===== config.mk =====
export PLATFORM = sky130hd
export DESIGN_NAME = pmt_table_unit
export DESIGN_NICKNAME = d
export VERILOG_FILES = /design/src/logic/pmt_pkg.sv /design/src/logic/pmt_hold_mem.sv /design/src/logic/pmt_table_unit.sv
export VERILOG_INCLUDE_DIRS = /design/src /design/src/logic
export SDC_FILE = /design/constraint.sdc
export NUM_CORES = 2
export LEC_CHECK = 0
export ABC_AREA = 1
export BUFFER_PORTS_ARGS = -buffer_cell sky130_fd_sc_hd__buf_4
export CAP_MARGIN = 20
export CORE_MARGIN = 10
export CORE_UTILIZATION = 55
export CTS_CLUSTER_DIAMETER = 100
export DETAILED_ROUTE_END_ITERATION = 7
export PLACE_DENSITY_LB_ADDON = 0.05
export SYNTH_ARGS = -nofsm -noshare
export SYNTH_HDL_FRONTEND = slang
export SYNTH_SLANG_ARGS = --single-unit

===== constraint.sdc =====
create_clock -name clk_i -period 45.8 [get_ports clk_i]
set_clock_uncertainty 0.1 [all_clocks]
set_input_delay 2.29 -clock clk_i [delete_from_list [all_inputs] [get_ports clk_i]]
set_output_delay 2.29 -clock clk_i [all_outputs]
set_load 0.05 [all_outputs]

===== src/logic/pmt_cfg.svh =====
// constants for the program memory table pointer unit
// assumes inclusion by bare name from every file that needs them
`ifndef PMT_CFG_SVH
`define PMT_CFG_SVH

// pointer geometry
`define PMT_PTR_W 22
`define PMT_LOW_W 21
`define PMT_CFG_BIT 21
`define PMT_SEL_W 6
`define PMT_SEL_MIN 3
`define PMT_SEL_MAX 6
`define PMT_ERASE_LSB 6

// register port
`define PMT_ADDR_W 3
`define PMT_OFS_PTR_LOW 3'h0
`define PMT_OFS_PTR_HIGH 3'h1
`define PMT_OFS_PTR_UPPER 3'h2
`define PMT_OFS_LATCH 3'h3
`define PMT_OFS_STATUS 3'h4

// reset and fill values
`define PMT_ONES 8'hff
`define PMT_ZERO8 8'h00
`define PMT_PTR_RST 22'h00_0000
`define PMT_UPPER_PAD 2'h0

`endif


===== src/logic/pmt_pkg.sv =====
// types shared by the table pointer unit and its holding buffer
// assumes pmt_cfg.svh is on the include path
`default_nettype none
`include "pmt_cfg.svh"

package pmt_pkg;

  // pointer update applied by one table operation
  typedef enum logic [1:0] {
    PMT_MODE_KEEP     = 2'b00,
    PMT_MODE_POST_INC = 2'b01,
    PMT_MODE_POST_DEC = 2'b10,
    PMT_MODE_PRE_INC  = 2'b11
  } pmt_mode_e;

  // sequencer states
  typedef enum logic [1:0] {
    PMT_ST_IDLE     = 2'b00,
    PMT_ST_RD_ISSUE = 2'b01,
    PMT_ST_RD_WAIT  = 2'b10,
    PMT_ST_PROG     = 2'b11
  } pmt_state_e;

  // one table operation from the core
  typedef struct packed {
    logic is_write;
    pmt_mode_e mode;
  } pmt_op_s;

  // one byte write toward the flash array
  typedef struct packed {
    logic cfg_space;
    logic [`PMT_LOW_W-1:0] byte_addr;
    logic [7:0] data;
  } pmt_flash_wr_s;

endpackage : pmt_pkg
`default_nettype wire


===== src/logic/pmt_hold_mem.sv =====
// write-block holding buffer, one byte per entry
// assumes one clock; read data come from a register one cycle after raddr_i
`timescale 1ns/100ps
`default_nettype none
`include "pmt_cfg.svh"

module pmt_hold_mem
  import pmt_pkg::*;
#(
  parameter int SEL_W = `PMT_SEL_W
)
(
  // clock and reset
  input wire logic clk_i,
  input wire logic rst_i,
  // control
  input wire logic clear_i,
  input wire logic wr_i,
  input wire logic [SEL_W-1:0] waddr_i,
  input wire logic [7:0] wdata_i,
  // read side
  input wire logic [SEL_W-1:0] raddr_i,
  output logic [7:0] rdata_o
);

  localparam int DEPTH = 1 << SEL_W;

  logic [7:0] mem_q [DEPTH];

  // per-entry storage, erased to all ones on reset and after programming
  for (genvar e = 0; e < DEPTH; e++)
  begin : g_entry
    always_ff @(posedge clk_i or posedge rst_i)
    begin
      if (rst_i)
        mem_q[e] <= `PMT_ONES;
      else if (clear_i)
        mem_q[e] <= `PMT_ONES;
      else if (wr_i && (waddr_i == SEL_W'(e)))
        mem_q[e] <= wdata_i;
    end
  end

  // registered read port
  always_ff @(posedge clk_i or posedge rst_i)
  begin
    if (rst_i)
      rdata_o <= `PMT_ONES;
    else
      rdata_o <= mem_q[raddr_i];
  end

endmodule : pmt_hold_mem
`default_nettype wire


===== src/logic/pmt_table_unit.sv =====
// program memory table pointer unit: pointer, transfer latch, holding buffer
// assumes a core that waits on op_ready_o, and a flash array with a
// one-cycle read latency that accepts a byte write every cycle
//
// What this block does
// [RULE_01] The byte pointer is upper, high and low pointer bytes joined into one 22-bit program address.
// [RULE_02] The low 21 pointer bits pick a byte within up to 2 Mbytes of program space.
// [RULE_03] With the top pointer bit set, accesses go to the identification and configuration space.
// [RULE_04] Automatic increments and decrements touch only the low 21 bits and keep the top bit.
// [RULE_05] A table read uses all 22 pointer bits to fetch one byte into the transfer latch.
// [RULE_06] A table write leaves the flash alone and puts the latch byte into one holding register.
// [RULE_07] Only the low select bits of the low pointer byte pick the holding register on a table write.
// [RULE_08] A block program copies the whole holding buffer to the block named by the upper pointer bits.
// [RULE_09] A block erase clears the 64-byte block named by pointer bits 21 to 6, ignoring bits 5 to 0.
// [RULE_10] Every table operation applies one mode: keep, post-increment, post-decrement or pre-increment.
// [RULE_11] Program memory is 16-bit words and pointer bit 0 picks the high or low byte.
// [RULE_12] The transfer latch is an 8-bit software register carrying bytes both ways.
// [RULE_13] Holding registers are all ones after reset and after programming, and all-ones bytes are not written.
// [RULE_14] The holding buffer has exactly one byte per byte of a programming block of 2^SEL_W bytes, 64 at the default select width of 6.
// [RULE_15] The select width is a parameter and pointer steps wrap inside the low 21 bits.
// [RULE_16] The core finishes each table operation before it starts the next one.
`timescale 1ns/100ps
`default_nettype none
`include "pmt_cfg.svh"

module pmt_table_unit
  import pmt_pkg::*;
#(
  parameter int SEL_W = `PMT_SEL_W
)
(
  // clock and reset
  input wire logic clk_i,
  input wire logic rst_i,
  // register port
  input wire logic [`PMT_ADDR_W-1:0] reg_addr_i,
  input wire logic [7:0] reg_wdata_i,
  input wire logic reg_wr_i,
  input wire logic reg_rd_i,
  output logic [7:0] reg_rdata_o,
  // table operations from the core
  input wire logic op_valid_i,
  input wire pmt_op_s op_i,
  output logic op_ready_o,
  // block program and erase commands
  input wire logic prog_start_i,
  input wire logic erase_start_i,
  output logic prog_done_o,
  // flash read port
  output logic fl_rd_o,
  output logic fl_rd_cfg_o,
  output logic [`PMT_LOW_W-2:0] fl_rd_word_o,
  input wire logic [15:0] fl_rdata_i,
  // flash write and erase port
  output logic fl_wr_o,
  output pmt_flash_wr_s fl_wr_data_o,
  output logic fl_erase_o,
  output logic [`PMT_PTR_W-`PMT_ERASE_LSB-1:0] fl_erase_block_o
);

  // ************************************************************
  // parameter check
  // ************************************************************

  // the holding select field cannot be narrower than 3 bits nor pass the erase block
  if (SEL_W < `PMT_SEL_MIN || SEL_W > `PMT_SEL_MAX)
  begin : g_bad_sel
    $error("pmt_table_unit: SEL_W out of range");
  end

  localparam int DEPTH = 1 << SEL_W;
  localparam int CNT_W = SEL_W + 1;
  localparam logic [CNT_W-1:0] CNT_END = CNT_W'(DEPTH);
  localparam int BLK_W = `PMT_PTR_W - SEL_W;

  // ************************************************************
  // state
  // ************************************************************

  logic [`PMT_PTR_W-1:0] ptr_q;
  logic [7:0] latch_q;
  pmt_state_e state_q;
  logic rd_cfg_q;
  logic [`PMT_LOW_W-2:0] rd_word_q;
  logic rd_hi_q;
  logic [CNT_W-1:0] cnt_q;
  logic stage_vld_q;
  logic [SEL_W-1:0] stage_idx_q;
  logic [BLK_W-1:0] blk_q;
  logic dirty_q;
  logic hold_clear;
  logic [7:0] hold_rdata;

  logic idle;
  logic op_take;
  logic prog_take;
  logic erase_take;
  logic [`PMT_PTR_W-1:0] ptr_inc;
  logic [`PMT_PTR_W-1:0] ptr_dec;
  logic [`PMT_PTR_W-1:0] ptr_eff;
  logic [`PMT_PTR_W-1:0] ptr_next;

  // ************************************************************
  // pointer arithmetic
  // ************************************************************

  // steps wrap inside the low field; the space select bit rides along unchanged
  assign ptr_inc = {ptr_q[`PMT_CFG_BIT], ptr_q[`PMT_LOW_W-1:0] + `PMT_LOW_W'(1)}; // RULE_04 RULE_15
  assign ptr_dec = {ptr_q[`PMT_CFG_BIT], ptr_q[`PMT_LOW_W-1:0] - `PMT_LOW_W'(1)}; // RULE_04 RULE_15

  // address used by the access itself
  always_comb
  begin
    ptr_eff = ptr_q;
    if (op_i.mode == PMT_MODE_PRE_INC)
      ptr_eff = ptr_inc; // RULE_10
  end

  // pointer after the access
  always_comb
  begin
    case (op_i.mode)
      PMT_MODE_KEEP: ptr_next = ptr_q; // RULE_10
      PMT_MODE_POST_INC: ptr_next = ptr_inc; // RULE_10
      PMT_MODE_POST_DEC: ptr_next = ptr_dec; // RULE_10
      PMT_MODE_PRE_INC: ptr_next = ptr_inc; // RULE_10
      default: ptr_next = ptr_q;
    endcase
  end

  // ************************************************************
  // acceptance
  // ************************************************************

  // one thing at a time; a table op beats program, program beats erase
  assign idle = (state_q == PMT_ST_IDLE);
  assign op_ready_o = idle; // RULE_16
  assign op_take = idle && op_valid_i;
  assign prog_take = idle && !op_valid_i && prog_start_i;
  assign erase_take = idle && !op_valid_i && !prog_start_i && erase_start_i;

  // ************************************************************
  // pointer register
  // ************************************************************

  // a table op overrides a software write landing in the same cycle
  always_ff @(posedge clk_i or posedge rst_i)
  begin
    if (rst_i)
      ptr_q <= `PMT_PTR_RST;
    else if (op_take)
      ptr_q <= ptr_next; // RULE_10
    else if (reg_wr_i)
    begin
      case (reg_addr_i)
        `PMT_OFS_PTR_LOW: ptr_q[7:0] <= reg_wdata_i; // RULE_01
        `PMT_OFS_PTR_HIGH: ptr_q[15:8] <= reg_wdata_i; // RULE_01
        `PMT_OFS_PTR_UPPER: ptr_q[`PMT_PTR_W-1:16] <= reg_wdata_i[`PMT_PTR_W-17:0]; // RULE_01
        default: ptr_q <= ptr_q;
      endcase
    end
  end

  // ************************************************************
  // sequencer
  // ************************************************************

  always_ff @(posedge clk_i or posedge rst_i)
  begin
    if (rst_i)
      state_q <= PMT_ST_IDLE;
    else
    begin
      case (state_q)
        PMT_ST_IDLE:
        begin
          if (op_take && !op_i.is_write)
            state_q <= PMT_ST_RD_ISSUE;
          else if (prog_take)
            state_q <= PMT_ST_PROG;
        end
        PMT_ST_RD_ISSUE: state_q <= PMT_ST_RD_WAIT;
        PMT_ST_RD_WAIT: state_q <= PMT_ST_IDLE;
        PMT_ST_PROG:
        begin
          if (cnt_q == CNT_END)
            state_q <= PMT_ST_IDLE;
        end
        default: state_q <= PMT_ST_IDLE;
      endcase
    end
  end

  // ************************************************************
  // table read path
  // ************************************************************

  // read address captured at acceptance, so later pointer writes cannot disturb it
  always_ff @(posedge clk_i or posedge rst_i)
  begin
    if (rst_i)
    begin
      rd_cfg_q <= 1'b0;
      rd_word_q <= '0;
      rd_hi_q <= 1'b0;
    end
    else if (op_take && !op_i.is_write)
    begin
      rd_cfg_q <= ptr_eff[`PMT_CFG_BIT]; // RULE_03 RULE_05
      rd_word_q <= ptr_eff[`PMT_LOW_W-1:1]; // RULE_02 RULE_05
      rd_hi_q <= ptr_eff[0]; // RULE_11
    end
  end

  assign fl_rd_o = (state_q == PMT_ST_RD_ISSUE);
  assign fl_rd_cfg_o = rd_cfg_q; // RULE_03
  assign fl_rd_word_o = rd_word_q;

  // transfer latch: the fetched byte wins over a software write in the same cycle
  always_ff @(posedge clk_i or posedge rst_i)
  begin
    if (rst_i)
      latch_q <= `PMT_ZERO8;
    else if (state_q == PMT_ST_RD_WAIT)
      latch_q <= rd_hi_q ? fl_rdata_i[15:8] : fl_rdata_i[7:0]; // RULE_05 RULE_11
    else if (reg_wr_i && reg_addr_i == `PMT_OFS_LATCH)
      latch_q <= reg_wdata_i; // RULE_12
  end

  // ************************************************************
  // holding buffer and block program
  // ************************************************************

  // a table write only fills the buffer; the flash is untouched until a program
  pmt_hold_mem #(
    .SEL_W(SEL_W)
  ) u_hold (
    .clk_i(clk_i),
    .rst_i(rst_i),
    .clear_i(hold_clear), // RULE_13
    .wr_i(op_take && op_i.is_write), // RULE_06 RULE_14
    .waddr_i(ptr_eff[SEL_W-1:0]), // RULE_07
    .wdata_i(latch_q), // RULE_06
    .raddr_i(cnt_q[SEL_W-1:0]),
    .rdata_o(hold_rdata)
  );

  // buffer goes back to all ones as the last byte leaves
  assign hold_clear = (state_q == PMT_ST_PROG) && (cnt_q == CNT_END); // RULE_13
  assign prog_done_o = hold_clear;

  // walk the buffer once; read data trail the index by one cycle
  always_ff @(posedge clk_i or posedge rst_i)
  begin
    if (rst_i)
    begin
      cnt_q <= '0;
      stage_vld_q <= 1'b0;
      stage_idx_q <= '0;
    end
    else if (state_q == PMT_ST_PROG)
    begin
      stage_vld_q <= (cnt_q != CNT_END);
      stage_idx_q <= cnt_q[SEL_W-1:0];
      if (cnt_q != CNT_END)
        cnt_q <= cnt_q + CNT_W'(1);
      else
        cnt_q <= '0;
    end
    else
    begin
      cnt_q <= '0;
      stage_vld_q <= 1'b0;
    end
  end

  // target block frozen at the start; low select bits do not take part
  always_ff @(posedge clk_i or posedge rst_i)
  begin
    if (rst_i)
      blk_q <= '0;
    else if (prog_take)
      blk_q <= ptr_q[`PMT_PTR_W-1:SEL_W]; // RULE_08
  end

  // all-ones bytes are skipped so the flash byte keeps its old value
  assign fl_wr_o = stage_vld_q && (hold_rdata != `PMT_ONES); // RULE_13
  assign fl_wr_data_o.cfg_space = blk_q[BLK_W-1]; // RULE_03
  assign fl_wr_data_o.byte_addr = {blk_q[BLK_W-2:0], stage_idx_q}; // RULE_08
  assign fl_wr_data_o.data = hold_rdata;

  // ************************************************************
  // block erase
  // ************************************************************

  // erase block is fixed at 64 bytes whatever the select width
  always_ff @(posedge clk_i or posedge rst_i)
  begin
    if (rst_i)
    begin
      fl_erase_o <= 1'b0;
      fl_erase_block_o <= '0;
    end
    else
    begin
      fl_erase_o <= erase_take;
      if (erase_take)
        fl_erase_block_o <= ptr_q[`PMT_PTR_W-1:`PMT_ERASE_LSB]; // RULE_09
    end
  end

  // ************************************************************
  // status and register reads
  // ************************************************************

  // dirty: buffer written since the last program; set beats the clear
  always_ff @(posedge clk_i or posedge rst_i)
  begin
    if (rst_i)
      dirty_q <= 1'b0;
    else if (op_take && op_i.is_write)
      dirty_q <= 1'b1;
    else if (hold_clear)
      dirty_q <= 1'b0;
  end

  // read data stand in the cycle after the strobe only
  always_ff @(posedge clk_i or posedge rst_i)
  begin
    if (rst_i)
      reg_rdata_o <= `PMT_ZERO8;
    else if (reg_rd_i)
    begin
      case (reg_addr_i)
        `PMT_OFS_PTR_LOW: reg_rdata_o <= ptr_q[7:0]; // RULE_01
        `PMT_OFS_PTR_HIGH: reg_rdata_o <= ptr_q[15:8]; // RULE_01
        `PMT_OFS_PTR_UPPER: reg_rdata_o <= {`PMT_UPPER_PAD, ptr_q[`PMT_PTR_W-1:16]}; // RULE_01
        `PMT_OFS_LATCH: reg_rdata_o <= latch_q; // RULE_12
        `PMT_OFS_STATUS: reg_rdata_o <= {5'h0, dirty_q, ptr_q[`PMT_CFG_BIT], !idle};
        default: reg_rdata_o <= `PMT_ZERO8;
      endcase
    end
    else
      reg_rdata_o <= `PMT_ZERO8;
  end

endmodule : pmt_table_unit
`default_nettype wire


==> flow_metrics.tcl <==
set metrics [dict create \
    yosys_warnings 0 \
    period_needed_ns 5.34 \
    finalCritPeriodShare_pct 11.7 \
    drtIter0Drc 3487 \
    synth_seq_area_share_pct 47.0 \
    hp-class "reg2reg" \
    synth_edf_count 0 \
    clock_sinks 630 \
    worst_slew_pin_slew_ns 1.03 \
    nNetsFinal 4755 \
    yosys-top-cells-area "dfstp_2 (39%), nand2_1 (15%), dfrtp_1 (7.9%)" \
    peakVddDrop_v 0.0000292 \
    crit_arrival_ns 2.95 \
    max_freq_mhz 187 \
    synth_area_leader_cell "dfstp_2" \
    startpoint_type "register" \
    final_common_cell "nand2_1" \
    yosysUniqueCellTypes 39 \
    grt_pass1_vias 29100 \
    required_ns 43.41 \
    grt_max_degree 181 \
    drv_slew 0 \
    postCtsHoldBufs 0 \
    setup_violations 0 \
    gp_congestion 0.943 \
    synth_seq_cells 630 \
    pre_cts_ws_ns 40.24 \
    synth_flop_cell "dfstp_2" \
    num_vias 31000 \
    synth-async-reset-ratio_pct 100 \
    antenna_cells 0 \
    die_area_sq_um 74000 \
    netlist_instances 4743 \
    worst_slack_ns 40.46 \
    fin_tns_setup_ns 0 \
    power.leakage_nw 18.4 \
    syn_area_sq_um 35000 \
    ant_nets 0 \
    cts_tree "built" \
    wl_per_cell_microns 19.7 \
    ios 117 \
    htree_levels 3 \
    max_slew_margin_pct 31.5 \
    layout.cells.most_common_list "nand2_1 (1,434), inv_1 (697), dfstp_2 (520)" \
    fp.dieH_microns 272 \
    cp-end-kind "output pin" \
    yosys.area.top_type_share_pct 39.1 \
    avgViaCountPerCell 5.52 \
    cts_buffer_depth 3 \
    post_cts_resized 0 \
    stdcell_area_sq_um 38600 \
    grt_usage_pct 29.5 \
    syn_avg_cell_area_sq_um 7.37 \
    portBuffers 116 \
    clk_latency_ns 0.63 \
    dp_hpwl_microns 70100 \
    initial_core_util_pct 55.5 \
    status "complete, no violations" \
    grt-ovfl-total 0 \
    synthesis.nets 4784 \
    worstSetupPathType "reg2out" \
    dpl_cell_area_sq_um 36300 \
    grt_pass1_wl_microns 172000 \
    core-area_sq_um 63000 \
    grt_antenna_before_repair 2 \
    max_cap_viol_count 0 \
    cts-root-buf "clkbuf_16" \
    drcViolationCount 0 \
    syn2layout_area_growth_pct 10.4 \
    routed_wl_microns 111000 \
    final_layout_size_suffix_gt1_share_pct 19.3 \
    dr.pass1.iters 6 \
    cts_setup_buffers 0 \
    path_max_fanout 58 \
    cts_buffers 71 \
    hold_viol 0 \
    p_per_area_nw_per_um2 33.3 \
    rsz0062_at_grt "no" \
    die_width_microns 272 \
    cts.reportedPaths.clkPinSlew_ns 0.06 \
    rows 92 \
]
==> cells by family after synthesis <==
kind of cell | count (synthesis) | synth area share, %
and+or+nand+nor | 2540 | 32.5
adders and majority gates | 4 | 0.143
AOI/OAI and AO/OA | 593 | 9.56
buffers and inverters | 965 | 10.6
muxes | 2 | 0.0644
DFF | 630 | 47.0
xor gates and xnor gates | 9 | 0.247
==> routing by layer <==
metal | wire length [microns] | global-route usage (%) | vias to the layer above
li1 | - | - | 14700
met1 | 48500 | 41.1 | 14900
met2 | 49900 | 45.5 | 1156
met3 | 8050 | 5.03 | 230
met4 | 4220 | 11.1 | 2
met5 | 10 | 0 | -
==> through the flow <==
stage	util [%]	total power (W)	cells	hold WS (ns)
2_1_floorplan	-	0.000653	4743	0.360
3_3_place_gp	57.6	0.000714	5486	0.369
3_5_place_dp	57.6	0.000715	5486	0.370
4_1_cts	61.3	0.00129	5616	0.388
5_1_grt	61.3	0.00132	5617	0.404
6_report	61.3	0.00129	5617	0.384
==> power breakdown <==
group	switching [W]	leakage (nW)	internal [W]
sequential	0.0000135	6.87	0.000565
clock	0.000243	1.14	0.000334
combinational	0.000110	10.4	0.0000205
==> critical path, cell delays in order, from the launching register on <==
cell,delay (ns)
dfrtp_4,0.72
inv_4,0.47
ha_1,0.23
nand3_1,0.16
nor2_2,0.12
buf_4,0.33
buf_4,0.27
==> cell usage after synthesis, types with 2 or more instances <==
master and count:
nand2_1 1434, inv_1 699, dfstp_2 520, nor2_1 410
nand3_1 293, o21ai_0 285, nand3b_1 251, clkbuf_1 203
a21oi_1 129, dfrtp_1 110, o211ai_1 96, nand2_2 85
o22ai_1 34, buf_1 24, nand4_1 24, o21a_1 22
buf_2 19, nor2_4 17, o21ai_1 15, inv_2 9
nor3_1 9, nor2_2 8, xor2_1 8, a22oi_1 4
buf_4 4, buf_6 4, ha_1 4, nand2_4 4
a221oi_1 3, clkinv_1 3, mux2_2 2, nand3_2 2
nand3_4 2, o21ai_2 2
==> flip-flops by register name (all words and copies together) (netlist names), 2 cells and up <==
signal / flops
cnt_q: 7
state_q: 2
fl_erase_block_o: 16
stage_idx_q: 6
blk_q: 16
fl_rd_word_o: 20
ptr_q: 22
reg_rdata_o: 8
u_hold.mem_q: 512
latch_q: 8
u_hold.rdata_o: 8
==> cell type report <==
class / count / area (sq um)
Timing Repair Buffer: 152 / 1190
Fill cell: 5892 / 24400
Clock inverter: 22 / 239
Sequential cell: 630 / 16400
Clock buffer: 108 / 2090
Tap cell: 846 / 1060
Multi-Input combinational cell: 3148 / 14900
Inverter: 711 / 2690
==> final timing paths <==
path                            slack, ns              start  cells after the start                end
worst max-delay path                40.46           cnt_q[0]                      6        prog_done_o
worst min-delay path                 0.38  u_hold.mem_q[272]                      2  u_hold.mem_q[272]
worst max register to register      41.15           cnt_q[0]                     12  u_hold.mem_q[154]
worst min register to register       0.38  u_hold.mem_q[272]                      2  u_hold.mem_q[272]
max in group asynchronous           41.00              rst_i                      5           cnt_q[3]
min in group asynchronous            1.69              rst_i                      2           blk_q[3]
No activity file was read; power rests on OpenSTA's default activity.
